## src/logic/adc_readout_pkg.sv

```systemverilog
// constants, timing counts and mode encoding shared by the converter readout block
// assumes a single 40 MHz reference clock for all counts below

package adc_readout_pkg;

    // ------------------------------------------------------------
    // widths and depths
    // ------------------------------------------------------------
    localparam int RESULT_BITS = 14;
    localparam int FRAME_BITS  = 16;
    localparam int FIFO_DEPTH  = 8;
    localparam int TIMER_BITS  = 9;
    localparam int COUNT_BITS  = 5;

    // ------------------------------------------------------------
    // timing
    // ------------------------------------------------------------
    localparam int CLK_PERIOD_PS = 25000;
    localparam int CONV_TIME_NS  = 5000;
    localparam int WAKE_TIME_NS  = 5000;
    // longest times, so round down
    localparam int CONV_CYCLES   = (CONV_TIME_NS * 1000) / CLK_PERIOD_PS;
    localparam int WAKE_CYCLES   = (WAKE_TIME_NS * 1000) / CLK_PERIOD_PS;

    // ------------------------------------------------------------
    // reset values, frame positions and mode encoding
    // ------------------------------------------------------------
    localparam logic START_IDLE     = 1'h1;
    localparam logic SCLK_IDLE      = 1'h0;
    localparam int   LAST_FALL      = 15;
    localparam int   MSB_FALL       = 1;
    localparam int   LSB_FALL       = 14;

    typedef enum logic [1:0] {
        MODE_TRACK   = 2'b00,
        MODE_CONVERT = 2'b01,
        MODE_SLEEP   = 2'b10,
        MODE_WAKE    = 2'b11
    } mode_t;

endpackage

```

## src/logic/pin_sync.sv

```systemverilog
// two-flop synchroniser for a group of pin levels
// assumes inputs are asynchronous to ref_clk; outputs are levels only
`timescale 1ns/1ps
`default_nettype none

module pin_sync #(
    parameter int WIDTH = 2
) (
    input  wire logic             ref_clk,
    input  wire logic             resetn,
    input  wire logic [WIDTH-1:0] reset_val,
    input  wire logic [WIDTH-1:0] pin_in,
    output logic      [WIDTH-1:0] pin_sync_out
);
    typedef struct packed {
        logic [WIDTH-1:0] stage1;
        logic [WIDTH-1:0] stage2;
    } sync_state_t;

    sync_state_t st;
    sync_state_t next_st;

    // reset_val is tied to constants by the parent
    always_comb begin
        next_st        = st;
        next_st.stage1 = pin_in;
        next_st.stage2 = st.stage1;
    end

    always_ff @(posedge ref_clk) begin
        if (!resetn) begin
            st.stage1 <= reset_val;
            st.stage2 <= reset_val;
        end else begin
            st <= next_st;
        end
    end

    assign pin_sync_out = st.stage2;
endmodule

`default_nettype wire

```

## src/logic/result_fifo.sv

```systemverilog
// result fifo between converter and output register
// assumes both sides on ref_clk; writer stalls on in_ready low
`timescale 1ns/1ps
`default_nettype none

module result_fifo #(
    parameter int WIDTH = 14,
    parameter int DEPTH = 8
) (
    input  wire logic             ref_clk,
    input  wire logic             resetn,
    input  wire logic             in_valid,
    output logic                  in_ready,
    input  wire logic [WIDTH-1:0] in_data,
    output logic                  out_valid,
    input  wire logic             out_ready,
    output logic      [WIDTH-1:0] out_data
);
    localparam int AW = (DEPTH > 1) ? $clog2(DEPTH) : 1;

    typedef struct packed {
        logic [DEPTH-1:0][WIDTH-1:0] mem;
        logic [AW-1:0]               wr;
        logic [AW-1:0]               rd;
        logic [AW:0]                 fill;
    } fifo_state_t;

    fifo_state_t st;
    fifo_state_t next_st;
    logic        do_push;
    logic        do_pop;

    assign in_ready  = (st.fill != (AW+1)'(DEPTH));
    assign out_valid = (st.fill != '0);
    assign out_data  = st.mem[st.rd];
    assign do_push   = in_valid & in_ready;
    assign do_pop    = out_valid & out_ready;

    always_comb begin
        next_st = st;
        if (do_push) begin
            next_st.mem[st.wr] = in_data;
            next_st.wr = (st.wr == AW'(DEPTH - 1)) ? '0 : st.wr + AW'(1);
        end
        if (do_pop) begin
            next_st.rd = (st.rd == AW'(DEPTH - 1)) ? '0 : st.rd + AW'(1);
        end
        if (do_push && !do_pop) begin
            next_st.fill = st.fill + (AW+1)'(1);
        end else if (do_pop && !do_push) begin
            next_st.fill = st.fill - (AW+1)'(1);
        end
    end

    always_ff @(posedge ref_clk) begin
        if (!resetn) begin
            st <= '0;
        end else begin
            st <= next_st;
        end
    end
endmodule

`default_nettype wire

```

## src/logic/adc_conversion_serial_readout.sv

```systemverilog
// conversion control, auto sleep and serial readout of a 14-bit converter
// assumes start strobe and shift clock are async pins, sampled at 40 MHz;
// sample_code and range_bipolar come from on-chip logic on ref_clk
//
// What this block does, and what the host must do
// (RQ1) start fall holds, raises busy, converts within 5us
// (RQ2) start low at busy fall enters sleep
// (RQ3) start rise wakes; one-shot timer of 5us
// (RQ4) sleep: hold 5us after waking rise
// (RQ5) host: sleep pulse 40ns-2us or over 6us
// (RQ6) long pulse: conversion ends 5us after fall
// (RQ7) result readable while asleep, same frame
// (RQ8) host: read ends 250ns before next start
// (RQ9) shift clock at most 16 MHz
// (RQ10) data changes on shift clock falling edges
// (RQ11) first zero driven on first rising edge
// (RQ12) frame: two zeros then result, msb first
// (RQ13) lsb held past 16th fall, then released
// (RQ14) host: shift clock low after sixteenth bit
// (RQ15) extra clocks restart frame, output stays driven
// (RQ16) start fall resets counter if clock low
// (RQ17) host: shift clock low across conversion
// (RQ18) conversion end: busy low, result loaded
// (RQ19) shift clock may pause between bytes
// (RQ20) host is master, may skip busy
// (RQ21) host gates clock with select line
// (RQ22) host spi port: polarity 0, phase 1
// (RQ23) bipolar twos complement, unipolar straight binary
`timescale 1ns/1ps
`default_nettype none

module adc_conversion_serial_readout
    import adc_readout_pkg::*;
#(
    parameter int CONV_CYC = CONV_CYCLES,
    parameter int WAKE_CYC = WAKE_CYCLES,
    parameter int DEPTH    = FIFO_DEPTH
) (
    input  wire logic                   ref_clk,
    input  wire logic                   resetn,
    input  wire logic                   conversion_start_n,
    input  wire logic                   read_shift_clock,
    input  wire logic [RESULT_BITS-1:0] sample_code,
    input  wire logic                   range_bipolar,
    output logic                        busy,
    output logic                        track_hold,
    output logic                        sleeping,
    output logic                        serial_out_line,
    output logic                        serial_out_en
);
    // ------------------------------------------------------------
    // state
    // ------------------------------------------------------------
    typedef struct packed {
        mode_t                  mode;
        logic [TIMER_BITS-1:0]  timer;
        logic                   start_q;
        logic                   sclk_q;
        logic                   pending;
        logic                   busy;
        logic                   hold;
        logic                   sleep;
        logic                   push_valid;
        logic [RESULT_BITS-1:0] push_data;
        logic [RESULT_BITS-1:0] out_reg;
        logic [FRAME_BITS-1:0]  shift;
        logic [COUNT_BITS-1:0]  count;
        logic                   done_once;
        logic                   keep_driven;
        logic                   sdo;
        logic                   sdo_en;
    } ctrl_state_t;

    ctrl_state_t st;
    ctrl_state_t next_st;

    logic [1:0]             pins_s;
    logic                   start_s;
    logic                   sclk_s;
    logic                   start_fall;
    logic                   start_rise;
    logic                   sclk_fall;
    logic                   sclk_rise;
    logic                   fifo_in_ready;
    logic                   fifo_out_valid;
    logic                   fifo_out_ready;
    logic [RESULT_BITS-1:0] fifo_out_data;
    logic                   push_done;

    localparam logic [TIMER_BITS-1:0] CONV_LOAD = TIMER_BITS'(CONV_CYC - 1);
    localparam logic [TIMER_BITS-1:0] WAKE_LOAD = TIMER_BITS'(WAKE_CYC - 1);

    // ------------------------------------------------------------
    // pin sampling and edges
    // ------------------------------------------------------------
    // limitation: each shift clock level must span at least one ref_clk edge, which bounds its rate
    pin_sync #(
        .WIDTH (2)
    ) u_sync (
        .ref_clk      (ref_clk),
        .resetn       (resetn),
        .reset_val    ({START_IDLE, SCLK_IDLE}),
        .pin_in       ({conversion_start_n, read_shift_clock}),   // RQ9
        .pin_sync_out (pins_s)
    );

    assign start_s    = pins_s[1];
    assign sclk_s     = pins_s[0];
    assign start_fall = st.start_q & ~start_s;
    assign start_rise = ~st.start_q & start_s;
    assign sclk_fall  = st.sclk_q & ~sclk_s;
    assign sclk_rise  = ~st.sclk_q & sclk_s;
    assign push_done  = st.push_valid & fifo_in_ready;

    // ------------------------------------------------------------
    // result buffer
    // ------------------------------------------------------------
    // output register only reloads between frames, so a slow read stalls the fifo
    assign fifo_out_ready = (st.count == '0) & ~sclk_s;

    result_fifo #(
        .WIDTH (RESULT_BITS),
        .DEPTH (DEPTH)
    ) u_fifo (
        .ref_clk   (ref_clk),
        .resetn    (resetn),
        .in_valid  (st.push_valid),
        .in_ready  (fifo_in_ready),
        .in_data   (st.push_data),
        .out_valid (fifo_out_valid),
        .out_ready (fifo_out_ready),
        .out_data  (fifo_out_data)
    );

    // ------------------------------------------------------------
    // next state
    // ------------------------------------------------------------
    always_comb begin
        next_st         = st;
        next_st.start_q = start_s;
        next_st.sclk_q  = sclk_s;
        if (st.timer != '0) begin
            next_st.timer = st.timer - TIMER_BITS'(1);
        end
        case (st.mode)
            MODE_TRACK: begin
                if (start_fall) begin
                    next_st.mode  = MODE_CONVERT;   // RQ1
                    next_st.busy  = 1'b1;           // RQ1
                    next_st.hold  = 1'b1;           // RQ1
                    next_st.timer = CONV_LOAD;      // RQ6
                end
            end
            MODE_CONVERT: begin
                if (st.timer == '0 && !st.push_valid) begin
                    next_st.push_valid = 1'b1;
                    // unipolar code passes straight; bipolar flips the msb
                    next_st.push_data  = {sample_code[RESULT_BITS-1] ^ range_bipolar,
                                          sample_code[RESULT_BITS-2:0]};   // RQ23
                end
                // a full fifo holds busy high until a word drains
                if (push_done) begin
                    next_st.push_valid = 1'b0;
                    next_st.busy       = 1'b0;                              // RQ18
                    next_st.hold       = 1'b0;
                    next_st.pending    = 1'b0;
                    next_st.sleep      = ~start_s;                          // RQ2
                    next_st.mode       = start_s ? MODE_TRACK : MODE_SLEEP; // RQ2
                end
            end
            MODE_SLEEP: begin
                if (start_rise) begin
                    next_st.mode    = MODE_WAKE;    // RQ3
                    next_st.timer   = WAKE_LOAD;    // RQ3
                    next_st.pending = 1'b0;
                end
            end
            MODE_WAKE: begin
                if (start_fall) begin
                    next_st.pending = 1'b1;
                    next_st.busy    = 1'b1;         // RQ1
                end
                if (st.timer == '0) begin
                    next_st.sleep = 1'b0;
                    if (st.pending || start_fall) begin
                        next_st.mode  = MODE_CONVERT;   // RQ4
                        next_st.hold  = 1'b1;           // RQ4
                        next_st.busy  = 1'b1;
                        next_st.timer = CONV_LOAD;
                    end else begin
                        // long pulse: awake, next fall converts as usual
                        next_st.mode = MODE_TRACK;      // RQ6
                    end
                end
            end
            default: begin
                next_st.mode = MODE_TRACK;
            end
        endcase

        // serial side runs in every mode, sleep included (RQ7, RQ19)
        if (sclk_rise && st.count == '0) begin
            next_st.shift  = {2'h0, st.out_reg};   // RQ12
            next_st.sdo    = 1'b0;                 // RQ11
            next_st.sdo_en = 1'b1;                 // RQ11
            if (st.done_once) begin
                next_st.keep_driven = 1'b1;        // RQ15
            end
        end else if (sclk_fall) begin
            next_st.shift = {st.shift[FRAME_BITS-2:0], 1'b0};   // RQ10
            if (st.count == COUNT_BITS'(LAST_FALL)) begin
                // lsb stays on the line past the last fall
                next_st.count     = '0;            // RQ13
                next_st.done_once = 1'b1;
                next_st.sdo_en    = st.keep_driven;   // RQ13
            end else begin
                next_st.sdo   = st.shift[FRAME_BITS-2];   // RQ10
                next_st.count = st.count + COUNT_BITS'(1);
            end
        end
        if (fifo_out_valid && fifo_out_ready) begin
            next_st.out_reg = fifo_out_data;       // RQ18
        end
        // a start edge with the clock high leaves the frame alone
        if (start_fall && !sclk_s) begin
            next_st.count       = '0;              // RQ16
            next_st.shift       = '0;              // RQ16
            next_st.sdo         = 1'b0;
            next_st.sdo_en      = 1'b0;
            next_st.done_once   = 1'b0;
            next_st.keep_driven = 1'b0;
        end
    end

    always_ff @(posedge ref_clk) begin
        if (!resetn) begin
            st         <= '0;
            st.mode    <= MODE_TRACK;
            st.start_q <= START_IDLE;
            st.sclk_q  <= SCLK_IDLE;
        end else begin
            st <= next_st;
        end
    end

    assign busy            = st.busy;
    assign track_hold      = st.hold;
    assign sleeping        = st.sleep;
    assign serial_out_line = st.sdo;
    assign serial_out_en   = st.sdo_en;

    // ------------------------------------------------------------
    // checks
    // ------------------------------------------------------------
    localparam int CONV_WIN = 210;
endmodule

`default_nettype wire

```

## config.mk

```make
export PLATFORM = sky130hd
export DESIGN_NAME = adc_conversion_serial_readout
export DESIGN_NICKNAME = d
export VERILOG_FILES = /design/src/logic/adc_readout_pkg.sv /design/src/logic/pin_sync.sv /design/src/logic/result_fifo.sv /design/src/logic/adc_conversion_serial_readout.sv
export SDC_FILE = /design/constraint.sdc
export NUM_CORES = 1
export LEC_CHECK = 0
export ABC_AREA = 0
export BUFFER_PORTS_ARGS = -buffer_cell sky130_fd_sc_hd__buf_2
export CAP_MARGIN = 20
export CORE_MARGIN = 4
export CORE_UTILIZATION = 62
export CTS_BUF_LIST = sky130_fd_sc_hd__clkbuf_8 sky130_fd_sc_hd__clkbuf_16
export CTS_CLUSTER_SIZE = 10
export DETAILED_ROUTE_END_ITERATION = 16
export PLACE_DENSITY = 0.77
export SLEW_MARGIN = 30
export SYNTH_ARGS = -nofsm -noshare
export SYNTH_HDL_FRONTEND = slang
export SYNTH_HIERARCHICAL = 1
export SYNTH_SLANG_ARGS = --single-unit
export TNS_END_PERCENT = 30
```

## constraint.sdc

```tcl
create_clock -name ref_clk -period 3.22 [get_ports ref_clk]
set_input_delay 0.483 -clock ref_clk [delete_from_list [all_inputs] [get_ports ref_clk]]
set_output_delay 0.483 -clock ref_clk [all_outputs]
set_load 0.02 [all_outputs]
```

# Word level (Yosys, flattened, before mapping)

Index checks and enable logic that the tools add are counted.

$lt $le $gt $ge: 3
Shift operators: 0
Muxes and demuxes: 36
Multiply operators: 0
Reductions and logical operators: 38
Add/sub/neg operators: 6
Divide/modulo/power cells: 0
Equality and inequality tests: 13
Bitwise logic cells: 15

Operators by type and width:

| cell                | count |
|---|---|
| $bwmux 112          | 1 |
| $bmux 14 s3         | 1 |
| $demux 14 s3        | 1 |
| $mux 14             | 3 |
| $mux 11             | 3 |
| $pmux 9 s3          | 1 |
| $mux 20             | 1 |
| $mux 9              | 2 |
| $mux 15             | 1 |
| $reduce_and 2->1    | 6 |
| $mux 2              | 5 |
| $mux 5              | 2 |
| $ne 2x2->1 const B  | 5 |
| $reduce_bool 2->1   | 5 |
| $logic_not 9->1     | 1 |
| $mux 3              | 3 |
| $reduce_and 3->1    | 3 |
| $reduce_bool 9->1   | 1 |
| $sub 9x1->9 const B | 1 |
| $lt 3x4->1 const B  | 2 |
| $mux 4              | 2 |
| $pmux 2 s4          | 1 |
| $reduce_and 4->1    | 2 |
| $and 1x1->1         | 7 |
| other kinds (27)    | 51 |

Memories: 0
Bits in latches: 0
Memory bits (writable): 0
Memory bits (read-only): 0
Input port bits: 19
Logic and storage cells: 142
Flip-flop bits (word level): 196

# Depth between registers and ports, before layout

Depth after elaboration: 6
Mapped depth: 12
Depth with buffers taken out: 12

# Hierarchy

The synthesis kept the hierarchy.

Modules (own cells, without submodules):

| module                        | cells each | area each (µm²) | instances |
|---|---|---|---|
| result_fifo                   | 565        | 5739.3          | 1 |
| adc_conversion_serial_readout | 313        | 2921.6          | 1 |
| pin_sync                      | 8          | 125.1           | 1 |

# Worst setup path before layout

Ideal clock, no wire load.

Path type: register -> register
From: reg, netlist name st[4]
To: reg u_fifo/st[3] in the netlist's numbering
Slack: 0.729 ns
Cell stages (with the launch flop): 13
Required time: 3.148 ns
Setup time: 0.072 ns
Arrival: 2.419 ns
Clock period less this slack: 2.491 ns
Buffers on the path: 0
Path through: dfxtp_1 -> inv_1 -> ha_1 -> nor4b_1 -> nor2b_1 -> nand2_1 -> ha_1 -> inv_1 -> ha_1 -> a21oi_1 -> a211oi_1 -> a31oi_1 -> mux2i_1

RTL lines:

| what                 | RTL line          | source |
|---|---|---|
| to (signal assigned) | result_fifo.sv:59 | `st <= next_st;` |
| to (decl)            | result_fifo.sv:28 | `fifo_state_t st;` |

==> report_table.html <==
<table>
<tr><th>Metric</th><th>Value</th></tr>
<tr><th colspan="2">Clocking</th></tr>
<tr><td>Post-CTS Setup Repair Bufs</td><td>0</td></tr>
<tr><td>Cts repair resizes</td><td>0</td></tr>
<tr><td>Number of hold-repair buffers added at the cts stage</td><td>0</td></tr>
<tr><td>Clock tree from TritonCTS</td><td>yes</td></tr>
<tr><td>Num CTS Buffers</td><td>17</td></tr>
<tr><td>Clock-pin slew on the worst setup and hold paths</td><td>0.08 ns</td></tr>
<tr><td>Clock latency at the later pin of the worst-skew pair</td><td>0.43 ns</td></tr>
<tr><td>Clock root buffer</td><td>clkbuf_16</td></tr>
<tr><td>Number of clock sinks</td><td>196</td></tr>
<tr><td>H-tree level count</td><td>4</td></tr>
<tr><td>Number of buffers between clock root and the deepest sink</td><td>2</td></tr>
<tr><th colspan="2">Power</th></tr>
<tr><td>Total power per unit cell area</td><td>580 mW/mm^2</td></tr>
<tr><td>Peak VDD IR</td><td>0.408 mV</td></tr>
<tr><td>Cell leakage power</td><td>3.45 nW</td></tr>
<tr><th colspan="2">Routing</th></tr>
<tr><td>DR vias/cell</td><td>5.91</td></tr>
<tr><td>Residual DRC count</td><td>0</td></tr>
<tr><td>Routed Wire Length</td><td>19.9 mm</td></tr>
<tr><td>TritonRoute pass-1 iters</td><td>5</td></tr>
<tr><td>DR WL/cell</td><td>18.7 microns</td></tr>
<tr><td>Antenna viol nets, final</td><td>0</td></tr>
<tr><td>Total via count in the routed design</td><td>6305</td></tr>
<tr><td>First-iteration detailed-routing DRC count</td><td>441</td></tr>
<tr><th colspan="2">Floorplanning</th></tr>
<tr><td>Number of placement rows</td><td>43</td></tr>
<tr><td>Area of the die</td><td>0.0161 sq mm</td></tr>
<tr><td>Die height</td><td>127 microns</td></tr>
<tr><td>Number of top-level pins</td><td>24</td></tr>
<tr><td>Core area</td><td>0.0139 sq mm</td></tr>
<tr><td>Starting density of the core</td><td>0.633</td></tr>
<tr><td>Die width</td><td>127 microns</td></tr>
<tr><th colspan="2">Worst setup path</th></tr>
<tr><td>Cell at the slowest stage of the critical path</td><td>dfxtp_1</td></tr>
<tr><td>Crit path arrival time</td><td>3.21 ns</td></tr>
<tr><td>Type of the worst setup path</td><td>reg -&gt; reg</td></tr>
<tr><td>Critical path data required time</td><td>3.57 ns</td></tr>
<tr><td>Nature of the critical path startpoint</td><td>flip-flop</td></tr>
<tr><td>Endpoint class of the critical path</td><td>flip-flop</td></tr>
<tr><td>Library cell appearing most often on the critical path</td><td>ha_1</td></tr>
<tr><td>Highest cell delay on the worst timing path</td><td>0.34 ns</td></tr>
<tr><td>Crit path max-delay family</td><td>adder cells</td></tr>
<tr><td>Cell-by-cell listing of the critical path</td><td>inv_1 &gt; ha_1 &gt; nor4b_1 &gt; buf_4 &gt; nor2b_1 &gt; nand2_1 &gt; ha_1 &gt; inv_1 &gt; ha_1 &gt; a21oi_1 &gt; a211oi_1 &gt; a31oi_1 &gt; mux2i_1</td></tr>
<tr><td>Crit-path max FO</td><td>5</td></tr>
<tr><td>Sum of buffers and inverters on the critical path</td><td>3</td></tr>
<tr><th colspan="2">Cells and area</th></tr>
<tr><td>P&amp;R area growth vs syn</td><td>8.43%</td></tr>
<tr><td>Total Nets Final</td><td>904</td></tr>
<tr><td>Summed area of non-filler cells in the final layout</td><td>0.00953 sq mm</td></tr>
<tr><td>Most common cell after layout, fill and taps aside</td><td>dfxtp_1</td></tr>
<tr><td>Layout cells sized above 1</td><td>0.154</td></tr>
<tr><td>Count of antenna diodes in the layout</td><td>0</td></tr>
<tr><td>Most frequent cells in the layout</td><td>dfxtp_1, nand2_1, mux2i_1</td></tr>
<tr><th colspan="2">Global route</th></tr>
<tr><td>Vias in the first global route</td><td>6582</td></tr>
<tr><td>Pin count of the biggest net entering global routing</td><td>73</td></tr>
<tr><td>Gr usage total</td><td>0.262</td></tr>
<tr><td>Global route overflow</td><td>0</td></tr>
<tr><td>Global-route wire length before repair</td><td>33.3 mm</td></tr>
<tr><td>Number of antenna violations at the first check in global routing</td><td>0</td></tr>
<tr><th colspan="2">Placement</th></tr>
<tr><td>Worst setup slack before clock tree synthesis</td><td>0.449 ns</td></tr>
<tr><td>Instance area after placement</td><td>0.00895 sq mm</td></tr>
<tr><td>HPWL Detailed</td><td>12.8 mm</td></tr>
<tr><td>Port Buffer Count</td><td>23</td></tr>
<tr><td>Routability cong.</td><td>0.894</td></tr>
<tr><th colspan="2">STA</th></tr>
<tr><td>Highest clock rate</td><td>350 MHz</td></tr>
<tr><td>Shortest clock period the worst path allows after layout</td><td>2.86 ns</td></tr>
<tr><td>Clock skew</td><td>0.0113 ns</td></tr>
<tr><td>Worst relative slew slack</td><td>0.291</td></tr>
<tr><td>Final number of max-transition violations</td><td>0</td></tr>
<tr><td>Worst Slack Setup Final</td><td>0.361 ns</td></tr>
<tr><td>Unrepaired setup endpoints after global routing</td><td>no</td></tr>
<tr><td>Total negative slack</td><td>0 ns</td></tr>
<tr><td>Post-route fraction of the period consumed by the critical path</td><td>0.888</td></tr>
<tr><td>Number of failing hold endpoints at the final stage</td><td>0</td></tr>
<tr><td>Transition time at the pin with the least slew margin</td><td>1.06 ns</td></tr>
<tr><td>Setup violators final</td><td>0</td></tr>
<tr><th colspan="2">Synthesis</th></tr>
<tr><td>Mapped Avg Cell Area</td><td>9.92 sq um</td></tr>
<tr><td>Post-synth design cell area</td><td>0.00879 sq mm</td></tr>
<tr><td>Number of enable flip-flop cells after synthesis</td><td>0</td></tr>
<tr><td>Most instantiated flip-flop cell in the synthesis netlist</td><td>dfxtp_1</td></tr>
<tr><td>Cell types occupying the most area after synthesis</td><td>dfxtp_1, mux2i_1, mux4_2</td></tr>
<tr><td>Synth top area share</td><td>0.447</td></tr>
<tr><td>Synth warnings</td><td>6</td></tr>
<tr><td>Post-synth cell types</td><td>59</td></tr>
<tr><td>FF+latch count, synth</td><td>196</td></tr>
<tr><td>Sequential-to-total area share from yosys stat</td><td>0.447</td></tr>
<tr><td>Proportion of register bits with asynchronous set or reset after synthesis</td><td>0</td></tr>
<tr><td>Post-synth top area cell</td><td>dfxtp_1</td></tr>
<tr><td>Post-synthesis cell count</td><td>886</td></tr>
<tr><th colspan="2">Status</th></tr>
<tr><td>Run status</td><td>complete, no violations</td></tr>
<tr><th colspan="2">Min path</th></tr>
<tr><td>Worst min-delay path class</td><td>in -&gt; reg</td></tr>
<tr><th colspan="2">Job</th></tr>
<tr><td>Number of maximum-capacitance violations</td><td>0</td></tr>
</table>
-- worst register-to-register path, delay by kind of cell (launching register included) --
| kind | cells | cell delay (ns) |
|---|---|---|
| DFF | 1 | 0.34 |
| buffers and inverters | 3 | 0.42 |
| and+or+nand+nor | 3 | 0.65 |
| muxes | 1 | 0.20 |
| AOI/OAI and AO/OA | 3 | 0.50 |
| adders and majority gates | 3 | 0.68 |
-- sequential cells by signal, summed over array words and instances, names as in the netlist --
signal,cells
sleeping,1
u_fifo/st,122
track_hold,1
busy,1
u_sync/next_st,2
serial_out_line,1
st,65
u_sync/pin_sync_out,2
serial_out_en,1
-- stage by stage --
stage               hold slack [ns]   util  std cells  total power [W]
floorplan                     0.432      -        888          0.00334
global placement              0.440  0.645       1034          0.00352
detailed placement            0.448  0.645       1034          0.00356
CTS                           0.259  0.686       1066          0.00556
global route                  0.258  0.686       1067          0.00578
finish                        0.277  0.686       1067          0.00552
-- worst paths after layout --
kind	from	endpoint	slack [ns]	depth (start not counted)
worst max register to register	st[4]	u_fifo/st[3]	0.36	13
worst max-delay path	st[4]	u_fifo/st[3]	0.36	13
worst min-delay path	conversion_start_n	u_sync/next_st[1]	0.28	2
worst min register to register	u_sync/next_st[0]	u_sync/pin_sync_out[0]	0.45	1
-- cell usage after synthesis, drive strengths merged, types with 2 or more instances --
cell type,count
dfxtp,196
nand2,151
mux2i,90
a21boi,64
nor2b,62
clkbuf,50
nor2,47
mux4,28
a21oi,25
buf,22
mux2,18
a22oi,15
ha,10
inv,10
nand3,9
nand2b,8
nor3,7
o21ai,7
or3,7
and2,6
nor4b,6
a211oi,5
or4,5
nor4,4
xnor2,4
a31oi,3
o21a,3
o221a,3
conb,2
nand3b,2
o311ai,2
or4b,2
xor2,2
-- logic make-up after synthesis --
group | Yosys count | share of synthesized area
AOI/OAI and AO/OA | 131 | 0.106
buffers and inverters | 82 | 0.0419
muxes | 136 | 0.197
and+or+nand+nor | 322 | 0.185
other | 2 | 0.000855
DFF | 196 | 0.447
adders and majority gates | 11 | 0.0165
xor gates and xnor gates | 6 | 0.00598
-- report_power, final --
part / switching (W) / total (W) / internal, W
registers: 0.000136 / 0.00263 / 0.00249
clock network: 0.000993 / 0.00202 / 0.00103
logic: 0.000460 / 0.000874 / 0.000414
-- area by class of cell --
class / instances / area, sq um
timing repair buffer: 39 / 250
fill: 1032 / 4350
clock inverter: 15 / 140
inverter: 10 / 37.5
sequential: 196 / 3930
clock buffer: 17 / 425
tap: 180 / 225
multi-input combinational: 610 / 4520
-- layer usage --
| metal | global-route usage | share of wire | vias to the layer above | wire length, microns |
|---|---|---|---|---|
| met5 | 0 | 0 | - | 0 |
| met4 | 0.0890 | 0.015 | 0 | 303 |
| met3 | 0.0673 | 0.063 | 27 | 1260 |
| met2 | 0.437 | 0.49 | 165 | 9740 |
| met1 | 0.332 | 0.43 | 3080 | 8600 |
| li1 | - | - | 3033 | - |
Note: power is estimated with default switching activity, not from simulation.
